### src/hw/acrb_pkg.sv
/*
 * holds the register map, field layout, reset values and port carriers
 * of the analogue control register bank.
 * assumes a host-side serial control decoder on the same clock that
 * presents one decoded register access at a time.
 */
package acrb_pkg;

	// -----------------------------------------------------------------
	// widths
	// -----------------------------------------------------------------
	localparam int unsigned ADDR_W  = 8;   // register address width
	localparam int unsigned DATA_W  = 16;  // register word width
	localparam int unsigned LVL_W   = 8;   // level register stored bits
	localparam int unsigned REF_W   = 6;   // reference register stored bits
	localparam int unsigned BIAS_W  = 7;   // bias register stored bits
	localparam int unsigned VOL_W   = 6;   // volume code width

	// -----------------------------------------------------------------
	// register addresses
	// -----------------------------------------------------------------
	localparam logic [ADDR_W-1:0] ADDR_RESET_IDENTITY = 8'h00;
	localparam logic [ADDR_W-1:0] ADDR_LINE_OUTPUT    = 8'h02;
	localparam logic [ADDR_W-1:0] ADDR_SPEAKER_STAGE  = 8'h03;
	localparam logic [ADDR_W-1:0] ADDR_MIDRAIL_REF    = 8'h04;
	localparam logic [ADDR_W-1:0] ADDR_BIAS_GEN       = 8'h05;

	// -----------------------------------------------------------------
	// field positions
	// -----------------------------------------------------------------
	localparam int unsigned LVL_SILENCE_BIT    = 7;  // mute bit of level regs
	localparam int unsigned LVL_ZERO_CROSS_BIT = 6;  // zero-cross select bit
	localparam int unsigned LVL_CODE_MSB       = 5;  // volume code msb
	localparam int unsigned REF_BUF_ENA_BIT    = 5;  // buffer enable
	localparam int unsigned REF_SOFT_START_BIT = 3;  // soft start
	localparam int unsigned REF_DIV_MSB        = 2;  // divider select msb
	localparam int unsigned REF_DIV_LSB        = 1;  // divider select lsb
	localparam int unsigned REF_SLEW_BIT       = 0;  // slew select
	localparam int unsigned BIAS_SOURCE_SELECT_BIT       = 6;  // bias source select
	localparam int unsigned BIAS_STBY_LVL_BIT  = 5;  // standby level
	localparam int unsigned BIAS_STBY_ENA_BIT  = 4;  // standby enable
	localparam int unsigned MASTER_CURRENT_LEVEL_MSB       = 3;  // master level msb
	localparam int unsigned MASTER_CURRENT_LEVEL_LSB       = 2;  // master level lsb
	localparam int unsigned BIAS_NORM_ENA_BIT  = 1;  // normal generator enable
	localparam int unsigned BIAS_START_ENA_BIT = 0;  // start-up generator enable

	// -----------------------------------------------------------------
	// reset values and writable masks
	// -----------------------------------------------------------------
	localparam logic [LVL_W-1:0]  LVL_RESET  = 8'hB9;  // muted, immediate, 0 dB
	localparam logic [REF_W-1:0]  REF_RESET  = 6'h01;  // off, fast slew
	localparam logic [REF_W-1:0]  REF_MASK   = 6'h2F;  // bit 4 has no function
	localparam logic [BIAS_W-1:0] BIAS_RESET = 7'h68;  // start-up src, x1 level
	localparam logic [BIAS_W-1:0] BIAS_MASK  = 7'h7F;  // all stored bits live
	localparam logic [DATA_W-1:0] READ_ZERO  = 16'h0000;

	// -----------------------------------------------------------------
	// decoded codes
	// -----------------------------------------------------------------
	localparam logic [1:0] DIV_OFF     = 2'h0;  // reference disabled
	localparam logic [1:0] DIV_NORMAL  = 2'h1;  // normal divider
	localparam logic [1:0] DIV_STANDBY = 2'h2;  // low-power standby divider
	localparam logic [1:0] DIV_FAST    = 2'h3;  // fast start-up divider

	localparam logic [1:0] LVL_HALF      = 2'h0;  // x0.5
	localparam logic [1:0] LVL_3QUARTER  = 2'h1;  // x0.75
	localparam logic [1:0] LVL_UNITY     = 2'h2;  // x1
	localparam logic [1:0] LVL_ONE_HALF  = 2'h3;  // x1.5

	// effective bias scale driven to the bias generator
	typedef enum logic [2:0] {
		ACRB_SCALE_QUARTER,
		ACRB_SCALE_HALF,
		ACRB_SCALE_3QUARTER,
		ACRB_SCALE_UNITY,
		ACRB_SCALE_ONE_HALF
	} acrb_scale_t;

	// -----------------------------------------------------------------
	// carriers
	// -----------------------------------------------------------------
	// one decoded access from the serial control decoder
	typedef struct packed {
		logic              wr;     // write strobe, one cycle
		logic              rd;     // read strobe, one cycle
		logic [ADDR_W-1:0] addr;   // register address
		logic [DATA_W-1:0] wdata;  // write word
	} acrb_req_t;

	// read answer
	typedef struct packed {
		logic              valid;  // one cycle after the read strobe
		logic [DATA_W-1:0] rdata;  // read word
	} acrb_rsp_t;

	// one-hot reference divider selection
	typedef struct packed {
		logic off;
		logic normal;
		logic standby;
		logic fast;
	} acrb_div_t;

endpackage

### src/hw/acrb_field_reg.sv
/*
 * holds one stored register of the bank with reset, soft reset and masked write.
 * assumes the write strobe and soft reset come from logic on the same clock.
 */
module acrb_field_reg #(
	parameter int unsigned        WIDTH = 8,
	parameter logic [WIDTH-1:0]   RESET = '0,
	parameter logic [WIDTH-1:0]   MASK  = '1
) (
	input  wire logic             clk_sys,
	input  wire logic             sys_rst,
	input  wire logic             soft_rst,
	input  wire logic             wr_en,
	input  wire logic [WIDTH-1:0] wdata,
	output logic      [WIDTH-1:0] q
);

	logic [WIDTH-1:0] value_reg;   // stored bits
	logic [WIDTH-1:0] value_next;  // next stored bits

	// -----------------------------------------------------------------
	// next value
	// -----------------------------------------------------------------
	// soft reset wins over a write; bits outside the mask stay zero
	always_comb begin
		value_next = value_reg;
		if (soft_rst) begin
			value_next = RESET;
		end else if (wr_en) begin
			value_next = wdata & MASK;
		end
	end

	// register only
	always_ff @(posedge clk_sys or posedge sys_rst) begin
		if (sys_rst) begin
			value_reg <= RESET;
		end else begin
			value_reg <= value_next;
		end
	end

	assign q = value_reg;

endmodule

### src/hw/acrb_bank.sv
/*
 * holds the analogue control register bank: identity/reset word, line
 * output and speaker stage levels, mid-rail reference and bias settings.
 * assumes a serial control decoder on clk_sys presenting decoded accesses,
 * zero-cross detector levels arriving asynchronously from the analogue side,
 * and line output enable and clamp controls from other registers on clk_sys.
 */
module acrb_bank #(
	parameter logic [15:0] FAMILY_ID = 16'h5A5A  // arbitrary identity value
) (
	input  wire logic                    clk_sys,
	input  wire logic                    sys_rst,
	input  wire acrb_pkg::acrb_req_t     req,
	output acrb_pkg::acrb_rsp_t          rsp,
	input  wire logic                    line_zero_cross,
	input  wire logic                    speaker_zero_cross,
	input  wire logic                    line_output_enable,
	input  wire logic                    clamp_request,
	input  wire logic                    clamp_low_resistance,
	output logic                         line_output_silence,
	output logic [acrb_pkg::VOL_W-1:0]   line_output_level_code,
	output logic                         speaker_stage_silence,
	output logic [acrb_pkg::VOL_W-1:0]   speaker_stage_level_code,
	output logic                         reference_buffer_enable,
	output logic                         reference_soft_start,
	output acrb_pkg::acrb_div_t          reference_divider_select,
	output logic                         reference_slew_select,
	output logic                         bias_source_select,
	output acrb_pkg::acrb_scale_t        bias_scale,
	output logic                         normal_current_enable,
	output logic                         startup_current_enable,
	output logic                         clamp_active,
	output logic                         clamp_low_res_active
);

	// -----------------------------------------------------------------
	// address decode
	// -----------------------------------------------------------------
	logic                          hit_id;     // address zero
	logic                          hit_line;   // line output level
	logic                          hit_spk;    // speaker stage level
	logic                          hit_ref;    // reference control
	logic                          hit_bias;   // bias control
	logic                          soft_rst;   // write to address zero
	logic [acrb_pkg::LVL_W-1:0]    line_q;     // stored line bits
	logic [acrb_pkg::LVL_W-1:0]    spk_q;      // stored speaker bits
	logic [acrb_pkg::REF_W-1:0]    ref_q;      // stored reference bits
	logic [acrb_pkg::BIAS_W-1:0]   bias_q;     // stored bias bits

	assign hit_id   = req.addr == acrb_pkg::ADDR_RESET_IDENTITY;
	assign hit_line = req.addr == acrb_pkg::ADDR_LINE_OUTPUT;
	assign hit_spk  = req.addr == acrb_pkg::ADDR_SPEAKER_STAGE;
	assign hit_ref  = req.addr == acrb_pkg::ADDR_MIDRAIL_REF;
	assign hit_bias = req.addr == acrb_pkg::ADDR_BIAS_GEN;
	assign soft_rst = req.wr & hit_id;

	// -----------------------------------------------------------------
	// stored registers
	// -----------------------------------------------------------------
	// line output level: silence, zero-cross select, volume code
	acrb_field_reg #(
		.WIDTH (acrb_pkg::LVL_W),
		.RESET (acrb_pkg::LVL_RESET)
	) u_line (
		.clk_sys  (clk_sys),
		.sys_rst  (sys_rst),
		.soft_rst (soft_rst),
		.wr_en    (req.wr & hit_line),
		.wdata    (req.wdata[acrb_pkg::LVL_W-1:0]),
		.q        (line_q)
	);

	// speaker stage level: same layout as the line output
	acrb_field_reg #(
		.WIDTH (acrb_pkg::LVL_W),
		.RESET (acrb_pkg::LVL_RESET)
	) u_spk (
		.clk_sys  (clk_sys),
		.sys_rst  (sys_rst),
		.soft_rst (soft_rst),
		.wr_en    (req.wr & hit_spk),
		.wdata    (req.wdata[acrb_pkg::LVL_W-1:0]),
		.q        (spk_q)
	);

	// reference control; bit 4 masked off
	acrb_field_reg #(
		.WIDTH (acrb_pkg::REF_W),
		.RESET (acrb_pkg::REF_RESET),
		.MASK  (acrb_pkg::REF_MASK)
	) u_ref (
		.clk_sys  (clk_sys),
		.sys_rst  (sys_rst),
		.soft_rst (soft_rst),
		.wr_en    (req.wr & hit_ref),
		.wdata    (req.wdata[acrb_pkg::REF_W-1:0]),
		.q        (ref_q)
	);

	// bias control
	acrb_field_reg #(
		.WIDTH (acrb_pkg::BIAS_W),
		.RESET (acrb_pkg::BIAS_RESET),
		.MASK  (acrb_pkg::BIAS_MASK)
	) u_bias (
		.clk_sys  (clk_sys),
		.sys_rst  (sys_rst),
		.soft_rst (soft_rst),
		.wr_en    (req.wr & hit_bias),
		.wdata    (req.wdata[acrb_pkg::BIAS_W-1:0]),
		.q        (bias_q)
	);

	// -----------------------------------------------------------------
	// read path
	// -----------------------------------------------------------------
	acrb_pkg::acrb_rsp_t rsp_reg;   // registered answer
	acrb_pkg::acrb_rsp_t rsp_next;  // next answer

	// upper bits of narrow registers read as zero
	always_comb begin
		rsp_next.valid = req.rd;
		rsp_next.rdata = acrb_pkg::READ_ZERO;
		if (req.rd) begin
			if (hit_id) begin
				rsp_next.rdata = FAMILY_ID;
			end else if (hit_line) begin
				rsp_next.rdata[acrb_pkg::LVL_W-1:0] = line_q;
			end else if (hit_spk) begin
				rsp_next.rdata[acrb_pkg::LVL_W-1:0] = spk_q;
			end else if (hit_ref) begin
				rsp_next.rdata[acrb_pkg::REF_W-1:0] = ref_q;
			end else if (hit_bias) begin
				rsp_next.rdata[acrb_pkg::BIAS_W-1:0] = bias_q;
			end
		end
	end

	// register only
	always_ff @(posedge clk_sys or posedge sys_rst) begin
		if (sys_rst) begin
			rsp_reg <= '0;
		end else begin
			rsp_reg <= rsp_next;
		end
	end

	assign rsp = rsp_reg;

	// -----------------------------------------------------------------
	// zero-cross synchronisers
	// -----------------------------------------------------------------
	logic [2:0] line_zc_reg;  // [0] meta, [1] safe, [2] history
	logic [2:0] spk_zc_reg;   // same for the speaker stage
	logic [2:0] line_zc_next;
	logic [2:0] spk_zc_next;
	logic       line_zc_event;  // rising edge of the synced level
	logic       spk_zc_event;

	// shift in the asynchronous detector levels
	always_comb begin
		line_zc_next = {line_zc_reg[1:0], line_zero_cross};
		spk_zc_next  = {spk_zc_reg[1:0], speaker_zero_cross};
	end

	// register only
	always_ff @(posedge clk_sys or posedge sys_rst) begin
		if (sys_rst) begin
			line_zc_reg <= '0;
			spk_zc_reg  <= '0;
		end else begin
			line_zc_reg <= line_zc_next;
			spk_zc_reg  <= spk_zc_next;
		end
	end

	// edge detection looks only at the second and third stages
	assign line_zc_event = line_zc_reg[1] & ~line_zc_reg[2];
	assign spk_zc_event  = spk_zc_reg[1] & ~spk_zc_reg[2];

	// -----------------------------------------------------------------
	// applied levels and decoded outputs
	// -----------------------------------------------------------------
	typedef struct packed {
		logic                       line_sil;
		logic [acrb_pkg::VOL_W-1:0] line_code;
		logic                       spk_sil;
		logic [acrb_pkg::VOL_W-1:0] spk_code;
		logic                       buf_ena;
		logic                       soft_start;
		acrb_pkg::acrb_div_t        div;
		logic                       slew;
		logic                       src;
		acrb_pkg::acrb_scale_t      scale;
		logic                       norm_ena;
		logic                       start_ena;
		logic                       clamp;
		logic                       clamp_low;
	} acrb_out_t;

	acrb_out_t out_reg;   // driven outputs
	acrb_out_t out_next;  // next outputs

	// volume applies now or at the next zero crossing; mute is immediate
	always_comb begin
		out_next          = out_reg;
		out_next.line_sil = line_q[acrb_pkg::LVL_SILENCE_BIT];
		out_next.spk_sil  = spk_q[acrb_pkg::LVL_SILENCE_BIT];
		if (!line_q[acrb_pkg::LVL_ZERO_CROSS_BIT] || line_zc_event) begin
			out_next.line_code = line_q[acrb_pkg::LVL_CODE_MSB:0];
		end
		if (!spk_q[acrb_pkg::LVL_ZERO_CROSS_BIT] || spk_zc_event) begin
			out_next.spk_code = spk_q[acrb_pkg::LVL_CODE_MSB:0];
		end
		if (soft_rst) begin
			out_next.line_code = acrb_pkg::LVL_RESET[acrb_pkg::LVL_CODE_MSB:0];
			out_next.spk_code  = acrb_pkg::LVL_RESET[acrb_pkg::LVL_CODE_MSB:0];
		end
		out_next.buf_ena    = ref_q[acrb_pkg::REF_BUF_ENA_BIT];
		out_next.soft_start = ref_q[acrb_pkg::REF_SOFT_START_BIT];
		// one-hot divider decode
		out_next.div = '0;
		unique case (ref_q[acrb_pkg::REF_DIV_MSB:acrb_pkg::REF_DIV_LSB])
			acrb_pkg::DIV_OFF:     out_next.div.off     = 1'b1;
			acrb_pkg::DIV_NORMAL:  out_next.div.normal  = 1'b1;
			acrb_pkg::DIV_STANDBY: out_next.div.standby = 1'b1;
			acrb_pkg::DIV_FAST:    out_next.div.fast    = 1'b1;
		endcase
		out_next.slew = ref_q[acrb_pkg::REF_SLEW_BIT];
		out_next.src  = bias_q[acrb_pkg::BIAS_SOURCE_SELECT_BIT];
		// standby level overrides the master level when enabled
		if (bias_q[acrb_pkg::BIAS_STBY_ENA_BIT]) begin
			out_next.scale = bias_q[acrb_pkg::BIAS_STBY_LVL_BIT] ?
				acrb_pkg::ACRB_SCALE_QUARTER : acrb_pkg::ACRB_SCALE_HALF;
		end else begin
			unique case (bias_q[acrb_pkg::MASTER_CURRENT_LEVEL_MSB:acrb_pkg::MASTER_CURRENT_LEVEL_LSB])
				acrb_pkg::LVL_HALF:     out_next.scale = acrb_pkg::ACRB_SCALE_HALF;
				acrb_pkg::LVL_3QUARTER: out_next.scale = acrb_pkg::ACRB_SCALE_3QUARTER;
				acrb_pkg::LVL_UNITY:    out_next.scale = acrb_pkg::ACRB_SCALE_UNITY;
				acrb_pkg::LVL_ONE_HALF: out_next.scale = acrb_pkg::ACRB_SCALE_ONE_HALF;
			endcase
		end
		out_next.norm_ena  = bias_q[acrb_pkg::BIAS_NORM_ENA_BIT];
		out_next.start_ena = bias_q[acrb_pkg::BIAS_START_ENA_BIT];
		// clamp needs the buffer and a disabled line output
		out_next.clamp = clamp_request & ~line_output_enable &
			ref_q[acrb_pkg::REF_BUF_ENA_BIT];
		out_next.clamp_low = clamp_low_resistance;
	end

	// register only; reset values match the stored defaults
	always_ff @(posedge clk_sys or posedge sys_rst) begin
		if (sys_rst) begin
			out_reg           <= '0;
			out_reg.line_sil  <= 1'b1;
			out_reg.line_code <= acrb_pkg::LVL_RESET[acrb_pkg::LVL_CODE_MSB:0];
			out_reg.spk_sil   <= 1'b1;
			out_reg.spk_code  <= acrb_pkg::LVL_RESET[acrb_pkg::LVL_CODE_MSB:0];
			out_reg.div.off   <= 1'b1;
			out_reg.slew      <= 1'b1;
			out_reg.src       <= 1'b1;
			out_reg.scale     <= acrb_pkg::ACRB_SCALE_UNITY;
		end else begin
			out_reg <= out_next;
		end
	end

	// -----------------------------------------------------------------
	// output wiring
	// -----------------------------------------------------------------
	assign line_output_silence      = out_reg.line_sil;
	assign line_output_level_code   = out_reg.line_code;
	assign speaker_stage_silence    = out_reg.spk_sil;
	assign speaker_stage_level_code = out_reg.spk_code;
	assign reference_buffer_enable  = out_reg.buf_ena;
	assign reference_soft_start     = out_reg.soft_start;
	assign reference_divider_select = out_reg.div;
	assign reference_slew_select    = out_reg.slew;
	assign bias_source_select       = out_reg.src;
	assign bias_scale               = out_reg.scale;
	assign normal_current_enable    = out_reg.norm_ena;
	assign startup_current_enable   = out_reg.start_ena;
	assign clamp_active             = out_reg.clamp;
	assign clamp_low_res_active     = out_reg.clamp_low;

endmodule

### config.mk
export PLATFORM = sky130hd
export DESIGN_NAME = acrb_bank
export DESIGN_NICKNAME = d
export VERILOG_FILES = /design/src/hw/acrb_pkg.sv /design/src/hw/acrb_field_reg.sv /design/src/hw/acrb_bank.sv
export SDC_FILE = /design/constraint.sdc
export NUM_CORES = 1
export LEC_CHECK = 0
export BUFFER_PORTS_ARGS = -buffer_cell sky130_fd_sc_hd__buf_2
export CORE_UTILIZATION = 45
export CTS_BUF_LIST = sky130_fd_sc_hd__clkbuf_8
export CTS_CLUSTER_DIAMETER = 40
export DETAILED_ROUTE_END_ITERATION = 10
export PLACE_DENSITY = 0.69
export SYNTH_ARGS = -nofsm -noshare
export SYNTH_HDL_FRONTEND = slang
export SYNTH_SLANG_ARGS = --single-unit
### constraint.sdc
create_clock -name clk_sys -period 2.25 [get_ports clk_sys]
set_input_delay 0.225 -clock clk_sys [delete_from_list [all_inputs] [get_ports clk_sys]]
set_output_delay 0.225 -clock clk_sys [all_outputs]
set_load 0.1 [all_outputs]
Word level (Yosys, flattened, before mapping)
Index checks and enable logic that the tools add are counted.

Bits of input ports: 33. Output and inout bits: 46. Logic and storage cells: 88. Bits in registers: 81.

Reductions and logical operators: 13. Multiplexer cells: 28. Equality and inequality tests: 10. Bitwise logic cells: 12.

Operators by type and width (number): 2-to-1 mux 8 bit (6); 2-to-1 mux 6 bit (7); 2-to-1 mux 7 bit (5); == test 8 x 2 -> 1 bit, second input constant (2); == test 8 x 3 -> 1 bit, second input constant (2); 2-to-1 mux 15 bit (1); one-hot mux 3 bit (4 select lines) (1); nonzero test 2 bit (6); AND 1 bit (9); == test 2 bit, second input constant (4); zero test 8 bit (1); 2-to-1 mux 1 bit (7); == test 2 x 1 -> 1 bit, second input constant (2); zero test 2 bit (2); 2-to-1 mux 3 bit (1); NOT 1 bit (3); zero test 1 bit (2); logical OR 1 bit (2).

Logic depth before layout (Yosys ltp)
Gate-level depths: netlist of the first run.

Word-level depth: 7. Mapped depth: 6. Gate-level depth less buffers: 4.

Cells and area by module
Synthesis of the first run repeated with hierarchy kept, for this count alone.

Cell total of the unflattened synthesis: 256. Area total of the unflattened synthesis: 3130.5 sq um.

By module, submodules not included: acrb_bank (instances 1, cells an instance 160, area an instance 1903.1 sq um, seq. area each 1144.8 sq um); acrb_field_reg (u_line ...) (instances 2, cells an instance 27, area an instance 350.3 sq um, seq. area each 206.4 sq um); acrb_field_reg (u_bias) (instances 1, cells an instance 23, area an instance 301.5 sq um, seq. area each 178.9 sq um); acrb_field_reg (u_ref) (instances 1, cells an instance 19, area an instance 225.2 sq um, seq. area each 126.4 sq um).

Worst setup path after synthesis of the first run
OpenSTA, ideal clock, no wires.

Kind: flip-flop to output port. Start: reg, netlist name rsp[12]. End: out rsp[11] (netlist name). Slack: 0.668 ns. Buffers on the path: 1. Arrival time: 1.357 ns. Cell stages (with the launch flop): 2. Data required time: 2.025 ns. Cells stage by stage: dfrtp_1 buf_4.

RTL lines: end, declared (line acrb_bank.sv:14) `output acrb_pkg::acrb_rsp_t rsp,`.

Worst setup path in the final report of the first run
Start: reg out_reg (netlist bit speaker_stage_level_code[0]). End: out speaker_stage_level_code[0] (netlist name).

RTL lines: start, declared (line acrb_bank.sv:201) `acrb_out_t out_reg;`; start signal, assigned (line acrb_bank.sv:264) `out_reg <= out_next;`; end, declared (line acrb_bank.sv:23) `output logic [acrb_pkg::VOL_W-1:0] speaker_stage_level_code,`.

No word-level cell between the ends.

==> run_results.csv, run 1 <==
group,metric,value,unit
placed_design,portBuffers,66,
clock_network,clk_pin_slew,0.07,ns
synthesis,ys_types,49,
global_routing,grt.total_usage,21.7,%
global_routing,first_global_vias,2261,
floorplan,ios,79,
worst_setup_path,rrSetupSlack,0.89,ns
layout,final_common_cell,"buf_2",
timing,rsz0062_at_grt,"no",
layout,largest_reg_flops,10,
worst_setup_path,cp-start-kind,"flop",
timing,setup_violations,0,
placed_design,placed_area,0.00348,mm²
timing,fin_crit,1.53,ns
routing,drt_iter0_drc,187,
worst_setup_path,worst_r2r_path_depth,4,
synthesis,yosys.area.top_type,"dfrtp_1",
layout,layout-drive-gt1-share,37.7,%
timing,clock_skew,0.00581,ns
timing,drv_slew,0,
power_and_ir_drop,leakagePower,1.84,nW
placed_design,routabilityCongestion,0.917,
clock_network,clock_path_buffers,2,
hold_path,hold_start,"line_output_enable",
routing,ant_nets,0,
synthesis,synth_seq_cells,73,
layout,fillCellCount,575,
worst_setup_path,slowest_delay,0.53,ns
power_and_ir_drop,power.density,954,mW/mm²
layout,fin_nets,376,
clock_network,cts_sinks,73,
clock_network,cts_resized,0,
worst_setup_path,rr_endpoint,"line_output_level_code[2]",
timing,worst_slew_margin_rel,54.9,%
floorplan,initial_core_util,47.8,%
hold_path,worstHoldEndpoint,"clamp_active",
placed_design,post-place-cells,402,
floorplan,die_h,85.3,µm
hold_path,holdCritPathClass,"primary input to flop",
synthesis,synth-seq-area-share,59.7,%
worst_setup_path,cp.buffers_inverters,1,
power_and_ir_drop,ir_drop,0.000533,V
clock_network,cts_tree,"built",
floorplan,placementRows,29,
layout,areaGrowthSynthToFinish,20.2,%
routing,drt_first_pass_iters,4,
synthesis,yosys_warnings,0,
power_and_ir_drop,totalPowerFinal,0.00358,W
timing,finalHoldViolCount,0,
timing,setup_tns,0,ns
synthesis,synth_edf_count,0,
layout,diodes,0,
global_routing,grt_start_max_net_pins,29,
routing,routedWlPerCell,17.0,µm
worst_setup_path,path_delay_family,"flip-flops",
power_and_ir_drop,combPwrFrac,24.4,%
layout,fin_area,0.00375,mm²
status,status,"finished, final reports clean",
clock_network,post_cts_buffers,0,
floorplan,core_area,0.00653,mm²
routing,vias_per_cell,5.42,
worst_setup_path,cp_cell_sequence,"buf_2",
power_and_ir_drop,p_clk_share,32.3,%
global_routing,antenna_found_initial,0,
worst_setup_path,critPathSlowestCell,"dfstp_2",
floorplan,die_area,0.00727,mm²
flow_run,max_cap_violations,0,
clock_network,root_buffer,"clkbuf_8",
worst_setup_path,cp_max_fo,2,
synthesis,async_flop_share,100,%
timing,worst_pin_slew,0.672,ns
synthesis,netlist_area,0.00312,mm²
synthesis,yosys-top-cells-area,"dfrtp_1 (35%), dfstp_2 (24%), mux2i_1 (4.8%)",
hold_path,hold_depth,2,
worst_setup_path,cp.arrival,1.30,ns
routing,wl,7180,µm
clock_network,h-tree-depth,3,
power_and_ir_drop,p_seq_share,43.4,%
synthesis,avgSynthCellArea,11.5,µm²
global_routing,gr-total-overflow,0,
worst_setup_path,reg2reg_from,"line_zc_reg[1]",
worst_setup_path,crit_type,"flop to primary output",
worst_setup_path,end_kind,"primary output",
timing,timing.final.crit_share,68.0,%
clock_network,clock_insertion_delay_worst_skew,0.35,ns
power_and_ir_drop,power_switching_share,35.2,%
synthesis,syn_inst,271,
global_routing,grt_pass1_wl,11600,µm
layout,mostFrequentLayoutCells,"buf_2 (66), dfrtp_1 (44), dfstp_2 (29), nand2_1 (23), mux2i_1 (15)",
power_and_ir_drop,p_sw,0.00126,W
floorplan,fp.dieW,85.3,µm
placed_design,dp_hpwl,5190,µm
layout,final_cells,422,
routing,vias,2288,
clock_network,numCtsBuffers,9,
routing,drc,0,
synthesis,synth_flop_cell,"dfrtp_1",
synthesis,synth_top_area_share,35.3,%
power_and_ir_drop,p_int,0.00232,W
timing,max_freq,654,MHz
worst_setup_path,crit_required,2.03,ns
synth_stat cells, types with 2 or more instances:
library cell	n
nand2b_1	5
or3_1	2
buf_2	3
nor3_1	7
buf_4	7
o21ai_1	5
a21oi_1	13
dfrtp_1	44
o21a_1	3
inv_1	14
nor2_1	14
a31o_2	2
a21boi_1	2
a22o_1	7
mux2i_1	15
ha_1	3
o22a_1	5
clkbuf_1	9
nand3_1	8
o22ai_1	2
a32oi_1	3
o21ai_0	8
nor3b_2	2
dfstp_2	29
nor2b_1	10
nor4_1	2
nand2_1	23
nor3_2	3
cell type report:
cell class	count	area (µm²)	share of cell area, %
Timing Repair Buffer	75	408	10.9
Clock buffer	11	151	4.03
Clock inverter	5	77.6	2.07
Tap cell	77	96.3	2.57
Inverter	14	52.6	1.40
Sequential cell	73	1860	49.6
Multi-Input combinational cell	167	1100	29.4
kinds of logic after synthesis:
| logic type | share of synthesized area, % |
|---|---|
| multiplexers | 4.81 |
| AND/OR/NAND/NOR | 16.3 |
| buffers and inverters | 5.29 |
| AO/OA/AOI/OAI | 12.6 |
| flip-flops | 59.7 |
| other | 0.120 |
| adder cells (fa/ha/maj) | 1.20 |
timing repair:
item,CTS,global route
endpoints found under the hold margin,20,0
hold buffers,4,0
setup endpoints to repair,0,0
power groups by stage:
stage | Sequential [W] | Clock [W] | Combinational (W)
floorplan | 0.00206 | 0 | 0.000226
global placement | 0.00157 | 0 | 0.000861
detailed placement | 0.00158 | 0 | 0.000869
CTS | 0.00155 | 0.00118 | 0.000877
global route | 0.00157 | 0.00123 | 0.000919
finish | 0.00155 | 0.00115 | 0.000872
per-stage QoR:
stage	worst slack, ns	util, %	hold slack [ns]
2_1_floorplan	0.220	-	0.256
5_1_grt	0.678	57.5	0.0187
3_3_place_gp	0.527	53.3	0.311
3_5_place_dp	0.506	53.3	0.315
4_1_cts	0.701	57.5	0.00680
6_report	0.721	57.5	0.0137
routing by layer:
layer	global-route usage, %	share of wire, %
met1	27.9	43
met2	34.1	48
met3	4.47	6.8
met4	12.6	1.9
met5	0	0
worst max-delay path by stage:
stage | startpoint | endpoint | slack, ns | cells after the start
6_report | speaker_stage_level_code[0] | speaker_stage_level_code[0] | 0.72 | 1
5_1_grt | speaker_stage_level_code[4] | speaker_stage_level_code[4] | 0.68 | 1
4_1_cts | speaker_stage_level_code[4] | speaker_stage_level_code[4] | 0.70 | 1
3_5_place_dp | req[23] | u_ref.q[2] | 0.51 | 4
3_3_place_gp | req[23] | u_ref.q[2] | 0.53 | 4
2_1_floorplan | sys_rst | bias_scale[2] | 0.22 | 1
Note: power is estimated with default switching activity, not from simulation.
==> run 2: changes to the inputs <==
==> constraint.sdc (replaced) <==
create_clock -name clk_sys -period 1.6 [get_ports clk_sys]
set_input_delay 0.16 -clock clk_sys [delete_from_list [all_inputs] [get_ports clk_sys]]
set_output_delay 0.16 -clock clk_sys [all_outputs]
set_load 0.1 [all_outputs]
==> run_results.csv, run 2 (same netlist as run 1, synthesis figures left out) <==
group,metric,value,unit
status,status,"finished, final reports clean",
worst_setup_path,cp-start-kind,"flop",
routing,vias,2331,
layout,fin_nets,394,
routing,vias_per_cell,5.30,
timing,timing.final.crit_share,91.7,%
routing,drt_first_pass_iters,4,
floorplan,fp.dieW,85.3,µm
routing,drc,0,
layout,diodes,0,
worst_setup_path,cp.arrival,1.31,ns
clock_network,cts_tree,"built",
power_and_ir_drop,ir_drop,0.000922,V
power_and_ir_drop,power_switching_share,36.6,%
timing,clock_skew,0.00927,ns
layout,mostFrequentLayoutCells,"buf_2 (66), dfrtp_1 (44), dfstp_2 (29), nand2_1 (23), buf_4 (19)",
layout,largest_reg_flops,10,
routing,ant_nets,0,
placed_design,portBuffers,66,
floorplan,initial_core_util,47.8,%
placed_design,dp_hpwl,5330,µm
worst_setup_path,crit_required,1.44,ns
hold_path,hold_depth,2,
flow_run,max_cap_violations,0,
timing,max_freq,682,MHz
clock_network,root_buffer,"clkbuf_8",
worst_setup_path,rr_endpoint,"speaker_stage_level_code[1]",
timing,fin_crit,1.47,ns
layout,final_cells,440,
global_routing,first_global_vias,2263,
layout,areaGrowthSynthToFinish,24.7,%
worst_setup_path,cp_cell_sequence,"buf_2",
placed_design,post-place-cells,418,
power_and_ir_drop,power.density,1250,mW/mm²
worst_setup_path,rrSetupSlack,0.26,ns
clock_network,clock_path_buffers,2,
layout,multi_input_area,0.00110,mm²
hold_path,hold_start,"clamp_request",
worst_setup_path,reg2reg_from,"spk_zc_reg[1]",
clock_network,h-tree-depth,3,
power_and_ir_drop,p_clk_share,29.4,%
timing,setup_tns,0,ns
timing,worst_slew_margin_rel,55.6,%
layout,regArea,0.00186,mm²
timing,holdWs,0.0553,ns
clock_network,clock_insertion_delay_worst_skew,0.35,ns
timing,finalHoldViolCount,0,
worst_setup_path,end_kind,"primary output",
hold_path,holdCritPathClass,"primary input to flop",
power_and_ir_drop,combPwrFrac,25.8,%
worst_setup_path,critPathSlowestCell,"dfstp_2",
clock_network,numCtsBuffers,9,
routing,routedWlPerCell,16.3,µm
power_and_ir_drop,p_int,0.00308,W
global_routing,grt_pass1_wl,11600,µm
floorplan,placementRows,29,
floorplan,ios,79,
layout,final_common_cell,"buf_2",
floorplan,die_area,0.00727,mm²
routing,drt_iter0_drc,212,
power_and_ir_drop,leakagePower,1.92,nW
worst_setup_path,cp.buffers_inverters,1,
worst_setup_path,worst_r2r_path_depth,4,
clock_network,post_cts_buffers,0,
worst_setup_path,crit_type,"flop to primary output",
power_and_ir_drop,p_sw,0.00178,W
worst_setup_path,slowest_delay,0.53,ns
routing,wl,7170,µm
layout,fillCellCount,561,
global_routing,gr-total-overflow,0,
clock_network,cts_hold_buf,6,
timing,drv_slew,0,
global_routing,grt_start_max_net_pins,35,
floorplan,core_area,0.00653,mm²
timing,setup_violations,0,
worst_setup_path,cp_max_fo,2,
clock_network,cts_sinks,73,
clock_network,cts_resized,0,
clock_network,clk_pin_slew,0.08,ns
global_routing,antenna_found_initial,0,
timing,rsz0062_at_grt,"no",
power_and_ir_drop,p_seq_share,44.8,%
floorplan,die_h,85.3,µm
global_routing,grt.total_usage,21.7,%
worst_setup_path,path_delay_family,"flip-flops",
placed_design,routabilityCongestion,0.887,
hold_path,worstHoldEndpoint,"clamp_active",
layout,layout-drive-gt1-share,39.7,%
timing,worst_pin_slew,0.662,ns
[run 2: how the worst max path moves through the flow]
stage                                          from                         to  slack (ns)  depth (start not counted)
after CTS                 line_output_level_code[5]  line_output_level_code[5]        0.12                          1
after floorplan                             rsp[12]                    rsp[11]        0.08                          1
after detailed placement                    req[23]                     rsp[1]        0.05                          6
after global routing      line_output_level_code[5]  line_output_level_code[5]        0.08                          1
after global placement                      req[23]                     rsp[3]        0.07                          5
final                     line_output_level_code[5]  line_output_level_code[5]        0.13                          1
[run 2: cell type report]
| class | count | share of cell area, % |
|---|---|---|
| Timing Repair Buffer | 93 | 14.7 |
| Tap cell | 77 | 2.48 |
| Inverter | 14 | 1.45 |
| Sequential cell | 73 | 47.9 |
| Multi-Input combinational cell | 167 | 28.4 |
| Clock inverter | 6 | 1.58 |
| Clock buffer | 10 | 3.54 |
[run 2: stage by stage]
stage	worst slack, ns	power (W)	cell area, µm²	util (%)
after floorplan	0.0828	0.00322	3140	-
after global placement	0.0726	0.00345	3630	55.6
after detailed placement	0.0534	0.00346	3630	55.6
after CTS	0.115	0.00490	3890	59.6
after global routing	0.0761	0.00505	3890	59.6
final	0.133	0.00486	3890	59.6
[run 2: layer usage]
metal	routed length, µm	global-route usage (%)
met1	3270	29.6
met2	3410	33.1
met3	386	5.54
met4	111	9.70
met5	0	0
[run 2: worst reg2reg max path: cells and delay by family (launching register included)]
kind                   cells  cell delay, ns
AND/OR/NAND/NOR            1            0.05
buffers and inverters      1            0.04
flip-flops                 1            0.35
AO/OA/AOI/OAI              1            0.52
multiplexers               1            0.26
[run 2: power groups by stage]
| stage | registers (W) | logic, W | clock network (W) |
|---|---|---|---|
| floorplan | 0.00290 | 0.000318 | 0 |
| global placement | 0.00221 | 0.00124 | 0 |
| detailed placement | 0.00221 | 0.00125 | 0 |
| CTS | 0.00218 | 0.00126 | 0.00146 |
| global route | 0.00220 | 0.00132 | 0.00154 |
| finish | 0.00218 | 0.00125 | 0.00143 |
==> run 3: changes to the inputs <==
--- a/config.mk
+++ b/config.mk
@@ -6,11 +6,13 @@
 export NUM_CORES = 1
 export LEC_CHECK = 0
 export BUFFER_PORTS_ARGS = -buffer_cell sky130_fd_sc_hd__buf_2
-export CORE_UTILIZATION = 45
-export CTS_BUF_LIST = sky130_fd_sc_hd__clkbuf_8
+export CELL_PAD_IN_SITES_DETAIL_PLACEMENT = 1
+export CELL_PAD_IN_SITES_GLOBAL_PLACEMENT = 1
+export CORE_UTILIZATION = 41
+export CTS_BUF_LIST = sky130_fd_sc_hd__clkbuf_16
 export CTS_CLUSTER_DIAMETER = 40
 export DETAILED_ROUTE_END_ITERATION = 10
-export PLACE_DENSITY = 0.69
+export PLACE_DENSITY_LB_ADDON = 0.1
 export SYNTH_ARGS = -nofsm -noshare
 export SYNTH_HDL_FRONTEND = slang
 export SYNTH_SLANG_ARGS = --single-unit
==> run_results.csv, run 3 (same netlist as run 1, synthesis figures left out) <==
group,metric,value,unit
routing,vias,2335,
hold_path,holdCritPathClass,"primary input to flop",
timing,clock_skew,0.00650,ns
clock_network,cts_tree,"built",
layout,layout-drive-gt1-share,39.1,%
timing,worst_pin_slew,0.695,ns
layout,final_common_cell,"buf_2",
timing,finalHoldViolCount,0,
worst_setup_path,worst_r2r_path_depth,4,
placed_design,dp_hpwl,5760,µm
layout,largest_reg_flops,10,
routing,drt_first_pass_iters,4,
power_and_ir_drop,ir_drop,0.000639,V
layout,diodes,0,
status,status,"finished, final reports clean",
clock_network,clock_insertion_delay_worst_skew,0.33,ns
hold_path,hold_start,"req[24]",
layout,mostFrequentLayoutCells,"buf_2 (66), dfrtp_1 (44), dfstp_2 (29), nand2_1 (23), buf_4 (20)",
worst_setup_path,cp_max_fo,2,
hold_path,hold_depth,1,
worst_setup_path,end_kind,"primary output",
worst_setup_path,cp_cell_sequence,"buf_2",
worst_setup_path,cp-start-kind,"flop",
clock_network,root_buffer,"clkbuf_16",
worst_setup_path,cp.arrival,1.28,ns
global_routing,antenna_found_initial,0,
layout,areaGrowthSynthToFinish,27.3,%
timing,worst_slew_margin_rel,53.4,%
clock_network,h-tree-depth,3,
clock_network,numCtsBuffers,9,
global_routing,grt.total_usage,21.5,%
timing,drv_slew,0,
routing,routedWlPerCell,16.6,µm
routing,drt_iter0_drc,82,
timing,max_freq,695,MHz
flow_run,max_cap_violations,0,
timing,holdWs,0.0327,ns
worst_setup_path,crit_required,1.44,ns
power_and_ir_drop,power.density,1300,mW/mm²
worst_setup_path,rrSetupSlack,0.24,ns
timing,fin_crit,1.44,ns
worst_setup_path,critPathSlowestCell,"dfstp_2",
timing,timing.final.crit_share,89.9,%
power_and_ir_drop,p_clk_share,33.3,%
power_and_ir_drop,combPwrFrac,24.4,%
power_and_ir_drop,leakagePower,1.95,nW
timing,setup_violations,0,
worst_setup_path,slowest_delay,0.52,ns
timing,fin_ws,0.161,ns
worst_setup_path,path_delay_family,"flip-flops",
global_routing,first_global_vias,2352,
routing,vias_per_cell,5.05,
placed_design,dp_worst_setup_slack,0.0372,ns
floorplan,die_h,89.2,µm
placed_design,routabilityCongestion,0.810,
global_routing,gr-total-overflow,0,
floorplan,ios,79,
floorplan,initial_core_util,42.8,%
power_and_ir_drop,p_seq_share,42.4,%
routing,ant_nets,0,
power_and_ir_drop,power_switching_share,35.3,%
clock_network,clock_path_buffers,2,
layout,fin_nets,394,
floorplan,fp.dieW,89.2,µm
routing,wl,7660,µm
global_routing,grt_pass1_wl,12300,µm
worst_setup_path,reg2reg_from,"spk_zc_reg[1]",
floorplan,placementRows,31,
worst_setup_path,rr_endpoint,"speaker_stage_level_code[2]",
power_and_ir_drop,p_int,0.00335,W
global_routing,grt_start_max_net_pins,39,
worst_setup_path,crit_type,"flop to primary output",
timing,setup_tns,0,ns
hold_path,worstHoldEndpoint,"rsp[16]",
routing,drc,0,
floorplan,core_area,0.00729,mm²
clock_network,clk_pin_slew,0.06,ns
floorplan,die_area,0.00796,mm²
placed_design,portBuffers,66,
worst_setup_path,cp.buffers_inverters,1,
clock_network,cts_sinks,73,
timing,rsz0062_at_grt,"no",
power_and_ir_drop,p_sw,0.00182,W
-- run 3: cell types whose count changed in the layout (fill, tap and decap cells not counted), sizes merged --
| cell | before | now |
|---|---|---|
| clkinv | 1 | 4 |
| buf | 87 | 88 |
| bufinv | 1 | 0 |
| clkbuf | 10 | 9 |
| clkinvlp | 3 | 2 |
| dlygate4sd3 | 6 | 5 |
-- run 3: how the worst max path moves through the flow --
stage,start,end,slack [ns],cells past startpoint
after floorplan,rsp[12],rsp[11],0.08,1
after global placement,req[23],u_spk.q[2],0.05,6
after detailed placement,req[23],u_spk.q[2],0.04,6
after CTS,line_output_level_code[4],line_output_level_code[4],0.14,1
after global routing,spk_zc_reg[1],speaker_stage_level_code[5],0.08,4
final,line_output_level_code[5],line_output_level_code[5],0.16,1
-- run 3: power groups by stage --
stage	clock, W	sequential, W	combinational [W]
after CTS	0.00177	0.00219	0.00127
final	0.00172	0.00219	0.00126
after detailed placement	0	0.00222	0.00126
after global routing	0.00183	0.00222	0.00133
after floorplan	0	0.00290	0.000318
after global placement	0	0.00221	0.00125
-- run 3: metrics by stage --
| step | instances | cell area [µm²] | power (W) | util (%) |
|---|---|---|---|---|
| 2_1_floorplan | 274 | 3140 | 0.00322 | - |
| 3_3_place_gp | 441 | 3670 | 0.00346 | 50.3 |
| 3_5_place_dp | 441 | 3670 | 0.00348 | 50.3 |
| 4_1_cts | 462 | 3970 | 0.00524 | 54.5 |
| 5_1_grt | 462 | 3970 | 0.00538 | 54.5 |
| 6_report | 462 | 3970 | 0.00517 | 54.5 |
-- run 3: area by class of cell --
| cell class | count | area (µm²) |
|---|---|---|
| fillers | 840 | 3320 |
| flip-flops and latches | 73 | 1860 |
| multi-input cells | 167 | 1100 |
| repair buffers | 93 | 571 |
| clock buffers | 9 | 225 |
| well taps | 99 | 124 |
| inverters | 14 | 56.3 |
| clock inverters | 7 | 31.3 |
-- run 3: what timing repair did --
| item | in CTS | in global routing |
|---|---|---|
| setup endpoints to repair | 0 | 0 |
| hold buffers | 5 | 0 |
| hold endpoints to repair | 12 | 0 |
| resized for setup | 0 | 0 |
| buffers inserted | 0 | 0 |
-- run 3: per-layer routing --
layer | vias up | wire, µm | global-route usage [%]
met3 | 10 | 223 | 3.42
met4 | 0 | 128 | 10.8
met2 | 52 | 3640 | 34.4
met1 | 1164 | 3670 | 28.5
met5 | - | 0 | 0
li1 | 1109 | - | -
